## src/verilog/csf_pkg.sv

```systemverilog
// Constants for the converter status flag bank.
// Assumes a 100 MHz aclk and an AXI4-Lite master with 32-bit data.
//
// How it works
// - Status-zero bit 7 is set after a watchdog-forced power-on reset.
// - Status-zero bit 6 is set after disturbed configuration forced a reset.
// - Trigger while processor runs forces initial reset, recorded in status-zero bit 5.
// - Status-zero bit 1 is high while the capacitance converter runs.
// - Status-zero bit 0 mirrors the measurement run bit of configuration register 47.
// - Status-one bit 3 is set on a resistance unit error while the resistance unit is busy.
// - Status-one bit 2 is set on a timing error during capacitance conversion.
// - Status-one bit 1 is set on overflow while the capacitance unit is busy.
// - Status-one bit 0 is the OR of all error flags, port faults included.
// - Status-two bits 0 to 6 port faults, bit 7 zero.
// - A port fault flag rises on short, resistance, capacitance or timing faults.
// - Capacitances and resistances are both measured by timing a discharge.
// - All ports are served in turn by one time-to-digital converter.
// - Status registers sit at read addresses 32 to 34.
package csf_pkg;
    // ------------------------------------------------------------
    // Register map (index times four gives the byte address)
    // ------------------------------------------------------------
    localparam logic [7:0] CSF_IDX_STATUS0 = 8'h20;
    localparam logic [7:0] CSF_IDX_STATUS1 = 8'h21;
    localparam logic [7:0] CSF_IDX_STATUS2 = 8'h22;
    localparam logic [7:0] CSF_IDX_CONFIG47 = 8'h2f;
    localparam logic [7:0] CSF_IDX_IRQ_STAT = 8'h40;
    localparam logic [7:0] CSF_IDX_IRQ_MASK = 8'h41;
    localparam logic [7:0] CSF_IDX_STICKY_CLR = 8'h42;
    localparam int CSF_ADDR_W = 10;
    // ------------------------------------------------------------
    // Bit positions
    // ------------------------------------------------------------
    localparam int CSF_S0_WDOG = 7;
    localparam int CSF_S0_CFG = 6;
    localparam int CSF_S0_COLL = 5;
    localparam int CSF_S0_BOOT = 4;
    localparam int CSF_S0_RDONE = 2;
    localparam int CSF_S0_CRUN = 1;
    localparam int CSF_S0_RUN = 0;
    localparam int CSF_S1_RERR = 3;
    localparam int CSF_S1_TERR = 2;
    localparam int CSF_S1_OVFL = 1;
    localparam int CSF_S1_COMB = 0;
    localparam int CSF_NPORTS = 7;
    localparam int CSF_NEVT = 13;
    // ------------------------------------------------------------
    // Reset values
    // ------------------------------------------------------------
    localparam logic [7:0] CSF_CFG47_RST = 8'h00;
    localparam logic [CSF_NEVT-1:0] CSF_MASK_RST = 13'h0000;
    localparam logic [1:0] CSF_RESP_OKAY = 2'h0;
    localparam logic [1:0] CSF_RESP_SLVERR = 2'h2;
endpackage

```

## src/verilog/csf_evt_if.sv

```systemverilog
// Event bundle between the flag bank and its sticky flag module.
// Assumes a single aclk domain.
`timescale 1ns/1ns
`default_nettype none
interface csf_evt_if
    import csf_pkg::*;
    ();
    logic [CSF_NEVT-1:0] set;
    logic [CSF_NEVT-1:0] clr;
    logic [CSF_NEVT-1:0] flags;
    modport owner (output set, output clr, input flags);
    modport bank (input set, input clr, output flags);
endinterface
`default_nettype wire

```

## src/verilog/csf_sticky.sv

```systemverilog
// Sticky event flags: set wins over clear.
// Assumes synchronous active-low reset on aclk.
`timescale 1ns/1ns
`default_nettype none
module csf_sticky
    import csf_pkg::*;
    #(
    parameter int N = CSF_NEVT
    ) (
    input wire logic aclk,
    input wire logic aresetn,
    csf_evt_if.bank ev
);
    if (N != CSF_NEVT) begin : g_bad_n
        $error("csf_sticky: N must equal CSF_NEVT");
    end
    genvar i;
    generate
        for (i = 0; i < N; i++) begin : g_flag
            logic flag_r;
            always_ff @(posedge aclk) begin
                if (!aresetn) begin
                    flag_r <= 1'b0;
                end else if (ev.set[i]) begin
                    flag_r <= 1'b1;
                end else if (ev.clr[i]) begin
                    flag_r <= 1'b0;
                end
            end
            assign ev.flags[i] = flag_r;
        end
    endgenerate
endmodule
`default_nettype wire

```

## src/verilog/csf_axil.sv

```systemverilog
// AXI4-Lite slave front end: one write and one read at a time.
// Assumes a master that holds valid and payload until taken.
`timescale 1ns/1ns
`default_nettype none
module csf_axil
    import csf_pkg::*;
    (
    input wire logic aclk,
    input wire logic aresetn,
    input wire logic [CSF_ADDR_W-1:0] s_axi_awaddr,
    input wire logic s_axi_awvalid,
    output logic s_axi_awready,
    input wire logic [31:0] s_axi_wdata,
    input wire logic [3:0] s_axi_wstrb,
    input wire logic s_axi_wvalid,
    output logic s_axi_wready,
    output logic [1:0] s_axi_bresp,
    output logic s_axi_bvalid,
    input wire logic s_axi_bready,
    input wire logic [CSF_ADDR_W-1:0] s_axi_araddr,
    input wire logic s_axi_arvalid,
    output logic s_axi_arready,
    output logic [31:0] s_axi_rdata,
    output logic [1:0] s_axi_rresp,
    output logic s_axi_rvalid,
    input wire logic s_axi_rready,
    output logic wr_en,
    output logic [7:0] wr_idx,
    output logic [7:0] wr_byte,
    output logic rd_en,
    output logic [7:0] rd_idx,
    input wire logic [7:0] rd_val,
    input wire logic rd_ok,
    input wire logic wr_ok
);
    logic aw_have_r;
    logic w_have_r;
    logic [7:0] aw_idx_r;
    logic [7:0] w_byte_r;
    logic w_lane_r;
    logic wr_go;

    assign s_axi_awready = !aw_have_r && !s_axi_bvalid;
    assign s_axi_wready = !w_have_r && !s_axi_bvalid;
    assign s_axi_arready = !s_axi_rvalid;
    assign wr_go = aw_have_r && w_have_r;
    // Byte lane 0 holds every register; a write without it changes nothing
    assign wr_en = wr_go && w_lane_r;
    assign wr_idx = aw_idx_r;
    assign wr_byte = w_byte_r;
    assign rd_en = s_axi_arvalid && s_axi_arready;
    assign rd_idx = s_axi_araddr[9:2];

    // ------------------------------------------------------------
    // Write channels, taken in either order
    // ------------------------------------------------------------
    always_ff @(posedge aclk) begin
        if (!aresetn) begin
            aw_have_r <= 1'b0;
            aw_idx_r <= 8'h00;
        end else if (s_axi_awvalid && s_axi_awready) begin
            aw_have_r <= 1'b1;
            aw_idx_r <= s_axi_awaddr[9:2];
        end else if (wr_go) begin
            aw_have_r <= 1'b0;
        end
    end

    always_ff @(posedge aclk) begin
        if (!aresetn) begin
            w_have_r <= 1'b0;
            w_byte_r <= 8'h00;
            w_lane_r <= 1'b0;
        end else if (s_axi_wvalid && s_axi_wready) begin
            w_have_r <= 1'b1;
            w_byte_r <= s_axi_wdata[7:0];
            w_lane_r <= s_axi_wstrb[0];
        end else if (wr_go) begin
            w_have_r <= 1'b0;
        end
    end

    always_ff @(posedge aclk) begin
        if (!aresetn) begin
            s_axi_bvalid <= 1'b0;
            s_axi_bresp <= CSF_RESP_OKAY;
        end else if (wr_go) begin
            s_axi_bvalid <= 1'b1;
            s_axi_bresp <= wr_ok ? CSF_RESP_OKAY : CSF_RESP_SLVERR;
        end else if (s_axi_bready) begin
            s_axi_bvalid <= 1'b0;
        end
    end

    // ------------------------------------------------------------
    // Read channel
    // ------------------------------------------------------------
    always_ff @(posedge aclk) begin
        if (!aresetn) begin
            s_axi_rvalid <= 1'b0;
            s_axi_rdata <= 32'h00000000;
            s_axi_rresp <= CSF_RESP_OKAY;
        end else if (rd_en) begin
            s_axi_rvalid <= 1'b1;
            s_axi_rdata <= {24'h000000, rd_val};
            s_axi_rresp <= rd_ok ? CSF_RESP_OKAY : CSF_RESP_SLVERR;
        end else if (s_axi_rready) begin
            s_axi_rvalid <= 1'b0;
        end
    end
endmodule
`default_nettype wire

```

## src/verilog/csf_top.sv

```systemverilog
// Converter status flag bank: reset causes, activity, errors and port faults.
// Assumes event inputs synchronous to aclk, one-cycle pulses or levels as named.
`timescale 1ns/1ns
`default_nettype none
module csf_top
    import csf_pkg::*;
    (
    input wire logic aclk,
    input wire logic aresetn,
    input wire logic [CSF_ADDR_W-1:0] s_axi_awaddr,
    input wire logic s_axi_awvalid,
    output logic s_axi_awready,
    input wire logic [31:0] s_axi_wdata,
    input wire logic [3:0] s_axi_wstrb,
    input wire logic s_axi_wvalid,
    output logic s_axi_wready,
    output logic [1:0] s_axi_bresp,
    output logic s_axi_bvalid,
    input wire logic s_axi_bready,
    input wire logic [CSF_ADDR_W-1:0] s_axi_araddr,
    input wire logic s_axi_arvalid,
    output logic s_axi_arready,
    output logic [31:0] s_axi_rdata,
    output logic [1:0] s_axi_rresp,
    output logic s_axi_rvalid,
    input wire logic s_axi_rready,
    input wire logic wdog_por_evt,
    input wire logic cfg_upset_por_evt,
    input wire logic cap_seq_trigger,
    input wire logic proc_active,
    input wire logic boot_in_progress,
    input wire logic resistance_conv_done,
    input wire logic cap_conv_running,
    input wire logic res_unit_busy,
    input wire logic res_unit_err_evt,
    input wire logic tdc_err_evt,
    input wire logic ovfl_err_evt,
    input wire logic [CSF_NPORTS-1:0] port_fault_evt,
    output logic initial_reset_req,
    output logic measurement_run_copy,
    output logic irq
);
    // ------------------------------------------------------------
    // Sticky event flags
    // ------------------------------------------------------------
    // Order: 0..6 port faults, 7 ovfl, 8 tdc, 9 res err, 10 coll, 11 cfg, 12 wdog
    csf_evt_if ev ();
    csf_sticky #(.N(CSF_NEVT)) u_sticky (
        .aclk(aclk),
        .aresetn(aresetn),
        .ev(ev.bank)
    );

    logic wr_en;
    logic [7:0] wr_idx;
    logic [7:0] wr_byte;
    logic rd_en;
    logic [7:0] rd_idx;
    logic [7:0] rd_val;
    logic rd_ok;
    logic wr_ok;
    logic [7:0] cfg47_r;
    logic [CSF_NEVT-1:0] mask_r;
    logic [CSF_NEVT-1:0] irq_stat;
    logic collision;
    logic [7:0] status0;
    logic [7:0] status1;
    logic [7:0] status2;
    logic comb_err;
    logic [CSF_NEVT-1:0] clr_vec;

    // Trigger landing while the processor is busy
    assign collision = cap_seq_trigger && proc_active;

    assign ev.set = {wdog_por_evt,
                     cfg_upset_por_evt,
                     collision,
                     res_unit_err_evt && res_unit_busy,
                     tdc_err_evt && cap_conv_running,
                     ovfl_err_evt && cap_conv_running,
                     port_fault_evt};
    assign ev.clr = clr_vec;
    assign irq_stat = ev.flags;

    // ------------------------------------------------------------
    // Status images
    // ------------------------------------------------------------
    always_comb begin
        status0 = 8'h00;
        status0[CSF_S0_WDOG] = ev.flags[12];
        status0[CSF_S0_CFG] = ev.flags[11];
        status0[CSF_S0_COLL] = ev.flags[10];
        status0[CSF_S0_BOOT] = boot_in_progress;
        status0[CSF_S0_RDONE] = resistance_conv_done;
        status0[CSF_S0_CRUN] = cap_conv_running;
        status0[CSF_S0_RUN] = cfg47_r[0];
    end

    assign comb_err = |ev.flags[9:0];

    always_comb begin
        status1 = 8'h00;
        status1[CSF_S1_RERR] = ev.flags[9];
        status1[CSF_S1_TERR] = ev.flags[8];
        status1[CSF_S1_OVFL] = ev.flags[7];
        status1[CSF_S1_COMB] = comb_err;
    end

    assign status2 = {1'b0, ev.flags[CSF_NPORTS-1:0]};

    // ------------------------------------------------------------
    // Register bus
    // ------------------------------------------------------------
    csf_axil u_axil (
        .aclk(aclk),
        .aresetn(aresetn),
        .s_axi_awaddr(s_axi_awaddr),
        .s_axi_awvalid(s_axi_awvalid),
        .s_axi_awready(s_axi_awready),
        .s_axi_wdata(s_axi_wdata),
        .s_axi_wstrb(s_axi_wstrb),
        .s_axi_wvalid(s_axi_wvalid),
        .s_axi_wready(s_axi_wready),
        .s_axi_bresp(s_axi_bresp),
        .s_axi_bvalid(s_axi_bvalid),
        .s_axi_bready(s_axi_bready),
        .s_axi_araddr(s_axi_araddr),
        .s_axi_arvalid(s_axi_arvalid),
        .s_axi_arready(s_axi_arready),
        .s_axi_rdata(s_axi_rdata),
        .s_axi_rresp(s_axi_rresp),
        .s_axi_rvalid(s_axi_rvalid),
        .s_axi_rready(s_axi_rready),
        .wr_en(wr_en),
        .wr_idx(wr_idx),
        .wr_byte(wr_byte),
        .rd_en(rd_en),
        .rd_idx(rd_idx),
        .rd_val(rd_val),
        .rd_ok(rd_ok),
        .wr_ok(wr_ok)
    );

    // Status registers are read-only; only control words accept writes
    assign wr_ok = (wr_idx == CSF_IDX_CONFIG47) || (wr_idx == CSF_IDX_IRQ_MASK)
                   || (wr_idx == CSF_IDX_IRQ_STAT) || (wr_idx == CSF_IDX_STICKY_CLR);

    always_comb begin
        rd_val = 8'h00;
        rd_ok = 1'b1;
        if (rd_en) begin
            case (rd_idx)
                CSF_IDX_STATUS0: rd_val = status0;
                CSF_IDX_STATUS1: rd_val = status1;
                CSF_IDX_STATUS2: rd_val = status2;
                CSF_IDX_CONFIG47: rd_val = cfg47_r;
                CSF_IDX_IRQ_STAT: rd_val = irq_stat[7:0];
                CSF_IDX_IRQ_MASK: rd_val = mask_r[7:0];
                CSF_IDX_STICKY_CLR: rd_val = {3'h0, irq_stat[12:8]};
                default: rd_ok = 1'b0;
            endcase
        end
    end

    // Write-one-to-clear; low byte at IRQ_STAT, high bits at STICKY_CLR
    always_comb begin
        clr_vec = '0;
        if (wr_en && wr_idx == CSF_IDX_IRQ_STAT) begin
            clr_vec[7:0] = wr_byte;
        end else if (wr_en && wr_idx == CSF_IDX_STICKY_CLR) begin
            clr_vec[12:8] = wr_byte[4:0];
        end
    end

    always_ff @(posedge aclk) begin
        if (!aresetn) begin
            cfg47_r <= CSF_CFG47_RST;
        end else if (wr_en && wr_idx == CSF_IDX_CONFIG47) begin
            cfg47_r <= wr_byte;
        end
    end

    // Mask: low byte plus five upper event bits packed in bits 7:3
    always_ff @(posedge aclk) begin
        if (!aresetn) begin
            mask_r <= CSF_MASK_RST;
        end else if (wr_en && wr_idx == CSF_IDX_IRQ_MASK) begin
            mask_r[7:0] <= wr_byte;
            mask_r[12:8] <= wr_byte[7:3];
        end
    end

    // ------------------------------------------------------------
    // Outputs
    // ------------------------------------------------------------
    always_ff @(posedge aclk) begin
        if (!aresetn) begin
            initial_reset_req <= 1'b0;
        end else begin
            initial_reset_req <= collision;
        end
    end

    assign measurement_run_copy = cfg47_r[0];
    // A set mask bit keeps its event off the interrupt
    assign irq = |(irq_stat & ~mask_r);

    // Capacitance and resistance units share one discharge-timing TDC,
    // ports served in turn; this bank only sees their results.
endmodule
`default_nettype wire

```

## config.mk

```make
export PLATFORM = sky130hd
export DESIGN_NAME = csf_top
export DESIGN_NICKNAME = d
export VERILOG_FILES = /design/src/verilog/csf_pkg.sv /design/src/verilog/csf_evt_if.sv /design/src/verilog/csf_sticky.sv /design/src/verilog/csf_axil.sv /design/src/verilog/csf_top.sv
export SDC_FILE = /design/constraint.sdc
export NUM_CORES = 1
export LEC_CHECK = 0
export ABC_AREA = 1
export BUFFER_PORTS_ARGS = -buffer_cell sky130_fd_sc_hd__buf_4
export CORE_AREA = 2 2 91 93
export CTS_CLUSTER_DIAMETER = 60
export CTS_CLUSTER_SIZE = 28
export DETAILED_ROUTE_END_ITERATION = 8
export DIE_AREA = 0 0 93 95
export PLACE_DENSITY = 0.78
export RECOVER_POWER = 100
export SKIP_CTS_REPAIR_TIMING = 1
export SYNTH_ARGS = -nofsm -noshare
export SYNTH_HDL_FRONTEND = slang
export SYNTH_SLANG_ARGS = --single-unit
export TNS_END_PERCENT = 5
```

## constraint.sdc

```tcl
create_clock -name aclk -period 1.6 [get_ports aclk]
set_input_delay 0.16 -clock aclk [delete_from_list [all_inputs] [get_ports aclk]]
set_output_delay 0.16 -clock aclk [all_outputs]
set_load 0.02 [all_outputs]
```

## Word-level counts from Yosys, hierarchy flattened

Cells that the tools add are included.

- Output and inout port bits: 44
- Register bits: 68
- Bits of input ports: 81
- Logic and storage cells: 122

- Equality and inequality tests: 11
- Reductions and logical operators: 42
- Bitwise operators: 2
- Mux-type cells: 41

Operators by type and width:

| cell | count |
|---|---|
| case mux 8 bit (7 select lines) | 1 |
| equality test 8 x 7 -> 1 bit, second input constant | 6 |
| equality test 8 x 6 -> 1 bit, second input constant | 5 |
| 2-to-1 mux 1 bit | 35 |
| nonzero test 2 bit | 17 |
| logical AND 1 bit | 15 |
| AND 13 bit | 1 |
| NOT 13 bit | 1 |
| OR reduction 13 bit | 1 |
| 2-to-1 mux 5 bit | 2 |
| OR reduction 10 bit | 1 |
| 2-to-1 mux 8 bit | 1 |
| OR reduction 7 bit | 1 |
| logical NOT 1 bit | 4 |
| 2-to-1 mux 2 bit | 2 |
| logical OR 1 bit | 3 |

## Longest topological paths before layout

Gate-level depths: netlist of run 1.

- Depth in word-level cells: 7
- Gate-level depth with buffers: 10
- Mapped depth without buffers: 9

## Modules after synthesis

A second synthesis of run 1 with hierarchy kept.

- Cell total of the unflattened synthesis: 581
- Area total of the unflattened synthesis: 3807.4 um^2

Modules (own cells, without submodules):

| module | cells each | area an instance (um^2) | times used |
|---|---|---|---|
| csf_top | 284 | 1634.1 | 1 |
| csf_axil | 217 | 1551.5 | 1 |
| csf_sticky | 80 | 621.8 | 1 |

## Worst setup path before layout of run 1

Ideal clock, no wire load.

- Kind: reg-to-reg
- Start point: register u_axil.s_axi_bvalid
- End point: register u_axil.aw_idx_r[3] (netlist: u_axil.wr_idx[3])
- Clock period less this slack: 1.421 ns
- Stages on the path, launching flop included: 6
- Buffers on the path: 1
- Path slack: 0.179 ns
- Data arrival time: 1.295 ns
- Cells stage by stage: dfxtp_1 nor2_1 nand2_1 clkbuf_1 o21ai_0 a21oi_1

- Cells in the longest elaborated chain, start to end: 3

Ends and longest elaborated chain:

| element | line | text |
|---|---|---|
| start, declared | csf_axil.sv:18 | `output logic s_axi_bvalid,` |
| start signal, assigned | csf_axil.sv:85 | `s_axi_bvalid <= 1'b0;` |
| start signal, assigned | csf_axil.sv:88 | `s_axi_bvalid <= 1'b1;` |
| start signal, assigned | csf_axil.sv:91 | `s_axi_bvalid <= 1'b0;` |
| logical NOT 1 bit | csf_axil.sv:43 | `assign s_axi_awready = !aw_have_r && !s_axi_bvalid;` |
| logical AND 1 bit | csf_axil.sv:43 |  |
| via s_axi_awready | csf_top.sv:12 | `output logic s_axi_awready,` |
| logical AND 1 bit | csf_axil.sv:61 | `end else if (s_axi_awvalid && s_axi_awready) begin` |
| end signal, assigned | csf_axil.sv:63 | `aw_idx_r <= s_axi_awaddr[9:2];` |
| end, declared | csf_axil.sv:38 | `logic [7:0] aw_idx_r;` |

The timed path passes the listed nets, and every way through them passes these cells.
A chain may end at the register's enable or synchronous reset.

## Worst setup path after layout of run 1

- Start point: register u_sticky.g_flag[0].flag_r
- End point: output irq

- Cells in the longest elaborated chain, start to end: 2

Ends and longest elaborated chain:

| element | line | text |
|---|---|---|
| start, declared | csf_sticky.sv:20 | `logic flag_r;` |
| start signal, assigned | csf_sticky.sv:23 | `flag_r <= 1'b0;` |
| start signal, assigned | csf_sticky.sv:25 | `flag_r <= 1'b1;` |
| start signal, assigned | csf_sticky.sv:27 | `flag_r <= 1'b0;` |
| AND 13 bit | csf_top.sv:206 | `assign irq = \|(irq_stat & ~mask_r);` |
| OR reduction 13 bit | csf_top.sv:206 |  |
| end, declared | csf_top.sv:41 | `output logic irq` |

No other way between the ends.

==> flow_summary.yaml, run 1 <==
status:
  status: "finished clean"
logic_synthesis:
  synth_seq_cells: 61
  yosys_warnings: 0
  synth_cells: 440
  netlist_area_um2: 3040
  ys_types: 22
  ys_seq_area_share_pct: 40.2
  avgSynthCellArea_um2: 6.90
clock_network:
  clock_latency_ns: 0.35
  cts-root-buf: "clkbuf_8"
  ctsLongestPathBuffers: 2
  cts_buffers: 9
  clkTransAtPathRegs_ns: 0.07
  cts_tree: "yes"
  htreeDepth: 3
  clock_sinks: 61
die:
  rows: 33
  core_region_area_um2: 7930
  ioPinCount: 125
  fp.dieArea_um2: 8840
  start_util_pct: 38.3
  fp.dieW_um: 93
  die_h_um: 95
timing:
  fin_skew_ns: 0.0146
  post-route-period-util_pct: 98.8
  relSlewSlack_pct: 18.3
  layout_min_cycle_time_ns: 1.58
  setup_viol: 0
  clock.fmax_mhz: 633
  tightest_slew_ns: 1.23
  rsz0062_at_grt: "yes"
  maxSlewViolCount: 0
  report.final.hold_viol_count: 0
routing:
  viasPerCell: 4.90
  drc: 0
  drtIter0Drc: 187
  dr.pass1.iters: 4
  vias: 3055
  finalWirelength_um: 7680
  avgRoutedWirePerCell_um: 12.3
  ant_nets: 0
power:
  p_clk_share_pct: 42.2
  p_sw_mw: 0.990
  switching_share_pct: 26.9
  powerDensity_nw_per_um2: 980
  internal_power_mw: 2.69
  combPwrFrac_pct: 12.4
  peakVddDrop_v: 0.000812
  leakage_nw: 1.70
  power.share.sequential_pct: 45.4
critical_path:
  cp_cell_sequence: "inv_1, o22ai_1, a221oi_1, nand4_1, buf_4"
  arrival_ns: 1.42
  cp_max_fo: 4
  cp-end-kind: "output pin"
  critPathLaunchType: "flip-flop"
  cp.required_ns: 1.44
  max_stage_delay_ns: 0.35
  slowest_stage: "dfxtp_1"
  criticalPathCategory: "reg2out"
layout:
  syn2layout_area_growth_pct: 23.5
  fin_area_um2: 3750
  layout-drive-gt1-share_pct: 16.8
  fin_cells: 623
  diodes: 0
  nets: 594
global_routing:
  antenna_found_initial: 0
  gr-usage-all-layers_pct: 18.2
  grt_pass1_wl_um: 12800
  grt_remaining_overflow: 0
  grt_pass1_vias: 2848
  grt_max_degree: 33
placed_design:
  dp_hpwl_um: 5740
  dpl.cell_count: 607
  portBuffers: 67
  place_congestion: 0.918
  place_area_um2: 3590
worst_hold_path:
  min_path_type: "in2reg"
run:
  maxCapViolCount: 0
[layer usage]
layer	vias to the layer above	track usage [%]	share of wire, %
met5	-	0	0
li1	1541	-	-
met4	0	6.13	1.9
met3	14	5.51	10
met2	156	30.8	46
met1	1344	22.1	42
[registers in the layout, summed over array words and instances (netlist names)]
signal and count:
u_sticky.g_flag.flag_r 13, cfg47_r 8, mask_r 8, u_axil.s_axi_rdata 8, u_axil.wr_byte 8, u_axil.wr_idx 8, initial_reset_req 1, u_axil.aw_have_r 1
u_axil.s_axi_bresp 1, u_axil.s_axi_bvalid 1, u_axil.s_axi_rresp 1, u_axil.s_axi_rvalid 1, u_axil.w_have_r 1, u_axil.w_lane_r 1
[worst max-delay path: cells and delay by family (launching register included)]
kind | cells | cell delay, ns
and+or+nand+nor | 1 | 0.16
AOI/OAI and AO/OA | 2 | 0.28
DFF | 1 | 0.35
buffers and inverters | 2 | 0.27
[power groups by stage]
| stage | Combinational, mW | Sequential (mW) | Clock (mW) |
|---|---|---|---|
| 6_report | 0.457 | 1.67 | 1.55 |
| 3_3_place_gp | 0.456 | 1.69 | 0 |
| 5_1_grt | 0.515 | 1.68 | 1.64 |
| 2_1_floorplan | 0.334 | 1.68 | 0 |
| 4_1_cts | 0.470 | 1.66 | 1.56 |
| 3_5_place_dp | 0.468 | 1.70 | 0 |
[stage by stage]
| step | utilization (%) | hold WS [ns] | TNS (ns) | power, mW | setup slack [ns] |
|---|---|---|---|---|---|
| final | 47.3 | 0.0501 | 0 | 3.68 | 0.0193 |
| after detailed placement | 45.3 | 0.416 | 0 | 2.17 | 0.130 |
| after global placement | 45.3 | 0.412 | 0 | 2.15 | 0.181 |
| after floorplan | - | 0.294 | 0 | 2.02 | 0.179 |
| after CTS | 48.1 | 0.0494 | 0 | 3.69 | 0.00696 |
| after global routing | 47.3 | 0.0493 | -0.516 | 3.83 | -0.0539 |
[logic make-up (layout without fill, tap and decap cells)]
| kind of cell | after synthesis | in the layout | synth area share [%] |
|---|---|---|---|
| buf+inv | 95 | 148 | 15.3 |
| flops | 61 | 61 | 40.2 |
| simple gates | 179 | 179 | 26.7 |
| compound gates | 104 | 104 | 17.7 |
| other cells | 1 | 26 | 0.123 |
[path summary, 6_finish.rpt]
| kind | slack (ns) | startpoint | to | cells past startpoint |
|---|---|---|---|---|
| worst max-delay path | 0.02 | u_sticky.g_flag[0].flag_r$_SDFFE_PN0P_ | irq | 5 |
| worst min-delay path | 0.05 | cfg_upset_por_evt | u_sticky.g_flag[11].flag_r$_SDFFE_PN0P_ | 3 |
| worst max register to register | 0.15 | u_axil.wr_idx[2]$_SDFFE_PN0P_ | mask_r[9]$_SDFFE_PN0P_ | 7 |
| worst min register to register | 0.46 | cfg47_r[4]$_SDFFE_PN0P_ | cfg47_r[4]$_SDFFE_PN0P_ | 2 |
[cell type report]
class / count / area, um^2
Clock buffer: 11 / 141
Clock inverter: 5 / 82.6
Fill cell: 815 / 4180
Inverter: 53 / 199
Multi-Input combinational cell: 309 / 1460
Timing Repair Buffer: 79 / 517
Sequential cell: 61 / 1220
Tap cell: 105 / 131
[layout by cell type (no fill, tap or decap), types with 4 or more instances in the layout]
cell type / instances
inv_1: 52
clkbuf_8: 10
conb_1: 26
nand3_1: 40
nor2_1: 38
dfxtp_1: 60
clkbuf_1: 20
o21ai_0: 44
nor2_2: 4
nand4_1: 10
a21oi_1: 54
buf_4: 57
nand2_1: 79
[cells in the mapped netlist]
library cell   n  area, um^2
nand2_1       79         297
inv_1         52         195
nor2_1        39         146
buf_4         27         203
nand3_1       41         205
buf_2          6        30.0
inv_2          1        3.75
nand3_4        1        17.5
a221oi_1       2        17.5
o22ai_1        1        6.26
clkbuf_1       9        33.8
nor4_4         2        42.5
conb_1         1        3.75
nor2_2         3        18.8
o211ai_1       1        7.51
nand4_1       10        62.6
nor3_1         3        15.0
o21ai_0       44         220
o21a_1         2        15.0
a21oi_1       54         270
nand2_2        1        6.26
dfxtp_1       61        1220
(Power assumes the default switching activity.)
==> run 2: changes to the inputs <==
GPL_TIMING_DRIVEN = 0   (was not set)
==> run 2 against run 1 <==
Clock power fell by 12%. Final cell count increased by 5.1%. Sequential cell count did not move. Combinational power increased by 12%. Non-clock buffer count up 32. Critical path depth unchanged. Highest routed layer unchanged.
==> flow_summary.yaml, run 2 (synthesis results as in run 1) <==
status:
  status: "finished clean"
global_routing:
  grt_remaining_overflow: 0
  grt_pass1_vias: 2856
  grt_pass1_wl_um: 13200
  grt_max_degree: 12
  antenna_found_initial: 0
  gr-usage-all-layers_pct: 19.4
routing:
  avgRoutedWirePerCell_um: 12.3
  finalWirelength_um: 8030
  viasPerCell: 4.80
  drtIter0Drc: 141
  dr.pass1.iters: 5
  ant_nets: 0
  drc: 0
  vias: 3145
die:
  fp.dieW_um: 93
  core_region_area_um2: 7930
  start_util_pct: 38.3
  fp.dieArea_um2: 8840
  ioPinCount: 125
  rows: 33
  die_h_um: 95
critical_path:
  cp.required_ns: 1.44
  arrival_ns: 1.39
  cp_top_family: "flip-flops"
  critPathLaunchType: "flip-flop"
  critical_path_buf_inv_count: 2
  cp_cell_sequence: "inv_1, o22ai_1, a221oi_1, nand4_1, buf_4"
  criticalPathCategory: "reg2out"
  slowest_stage: "dfxtp_2"
  reg2reg_setup_slack_ns: 0.07
  cp_max_fo: 4
  cp-end-kind: "output pin"
  r2r_cells: 7
  crit_cells: 5
  max_stage_delay_ns: 0.34
power:
  peakVddDrop_v: 0.000558
  powerDensity_nw_per_um2: 902
  leakage_nw: 1.82
clock_network:
  clkTransAtPathRegs_ns: 0.08
  cts-root-buf: "clkbuf_8"
  cts_buffers: 9
  cts_tree: "yes"
  clock_sinks: 61
  clock_latency_ns: 0.36
  ctsLongestPathBuffers: 2
  htreeDepth: 3
layout:
  top_register: "u_sticky.g_flag.flag_r"
  nets: 626
  post-route-util_pct: 49.5
  fin_cells: 655
  largest_reg_flops: 13
  regArea_um2: 1220
  multiInputGateArea_um2: 1460
  fin_area_um2: 3930
  nFillCells: 815
  layout-drive-gt1-share_pct: 20.5
  syn2layout_area_growth_pct: 29.3
  diodes: 0
  mostFrequentLayoutCells: "nand2_1, buf_4, dfxtp_1, a21oi_1, inv_1"
timing:
  relSlewSlack_pct: 61.0
  clock.fmax_mhz: 645
  rsz0062_at_grt: "yes"
  fin_skew_ns: 0.0100
  setup_viol: 0
  layout_min_cycle_time_ns: 1.55
  post-route-period-util_pct: 96.9
  holdWs_ns: 0.0411
  tightest_slew_ns: 0.585
  fin_setup_tns_ns: 0
  report.final.hold_viol_count: 0
  maxSlewViolCount: 0
worst_hold_path:
  hold_depth: 3
  min_path_type: "in2reg"
placed_design:
  dpl.cell_count: 637
  place_area_um2: 3770
  place_congestion: 0.860
  dp_hpwl_um: 6340
  portBuffers: 67
run:
  maxCapViolCount: 0
## run 2: per-stage QoR
step	setup slack (ns)	total power, mW
6_report	0.0500	3.54
5_1_grt	-0.0687	3.69
4_1_cts	-0.0368	3.56
3_5_place_dp	0.00924	2.22
3_3_place_gp	0.0434	2.20
2_1_floorplan	0.179	2.02
## run 2: layout make-up
type	instances	area share, %
plain buffers	42	6.75
clock buffers	10	3.25
clock inverters	6	1.62
inverters	53	5.07
multi-input cells	309	37.2
flip-flops and latches	61	31.2
well taps	105	3.35
repair buffers	69	11.6
## run 2: worst paths after layout
kind | start | end
worst min-delay path | proc_active | initial_reset_req$_SDFF_PN0_
worst max-delay path | u_sticky.g_flag[0].flag_r$_SDFFE_PN0P_ | irq
worst min register to register | u_axil.s_axi_rdata[6]$_SDFFE_PN0P_ | u_axil.s_axi_rdata[6]$_SDFFE_PN0P_
worst max register to register | u_axil.wr_idx[2]$_SDFFE_PN0P_ | mask_r[10]$_SDFFE_PN0P_
## run 2: power by group
part	internal (mW)	leakage (nW)	switching, mW	total, mW
logic	0.212	1.23	0.303	0.514
clock network	0.715	0.0923	0.645	1.36
registers	1.60	0.502	0.0739	1.67
## run 2: layer usage
metal / track usage (%) / up-vias / share of wire (%)
met5: 0 / - / 0
met4: 9.19 / 0 / 2.4
met3: 3.67 / 19 / 7.8
met2: 32.6 / 152 / 46
met1: 24.0 / 1368 / 43
li1: - / 1606 / -
## run 2: worst reg2reg max path, cell delays in order, from the launching register on
cell and delay (ns):
dfxtp_1 0.30, inv_1 0.16, nand2_1 0.12, nor3_1 0.16, nand3_1 0.22, buf_2 0.25, o21ai_0 0.16, a21oi_1 0.06
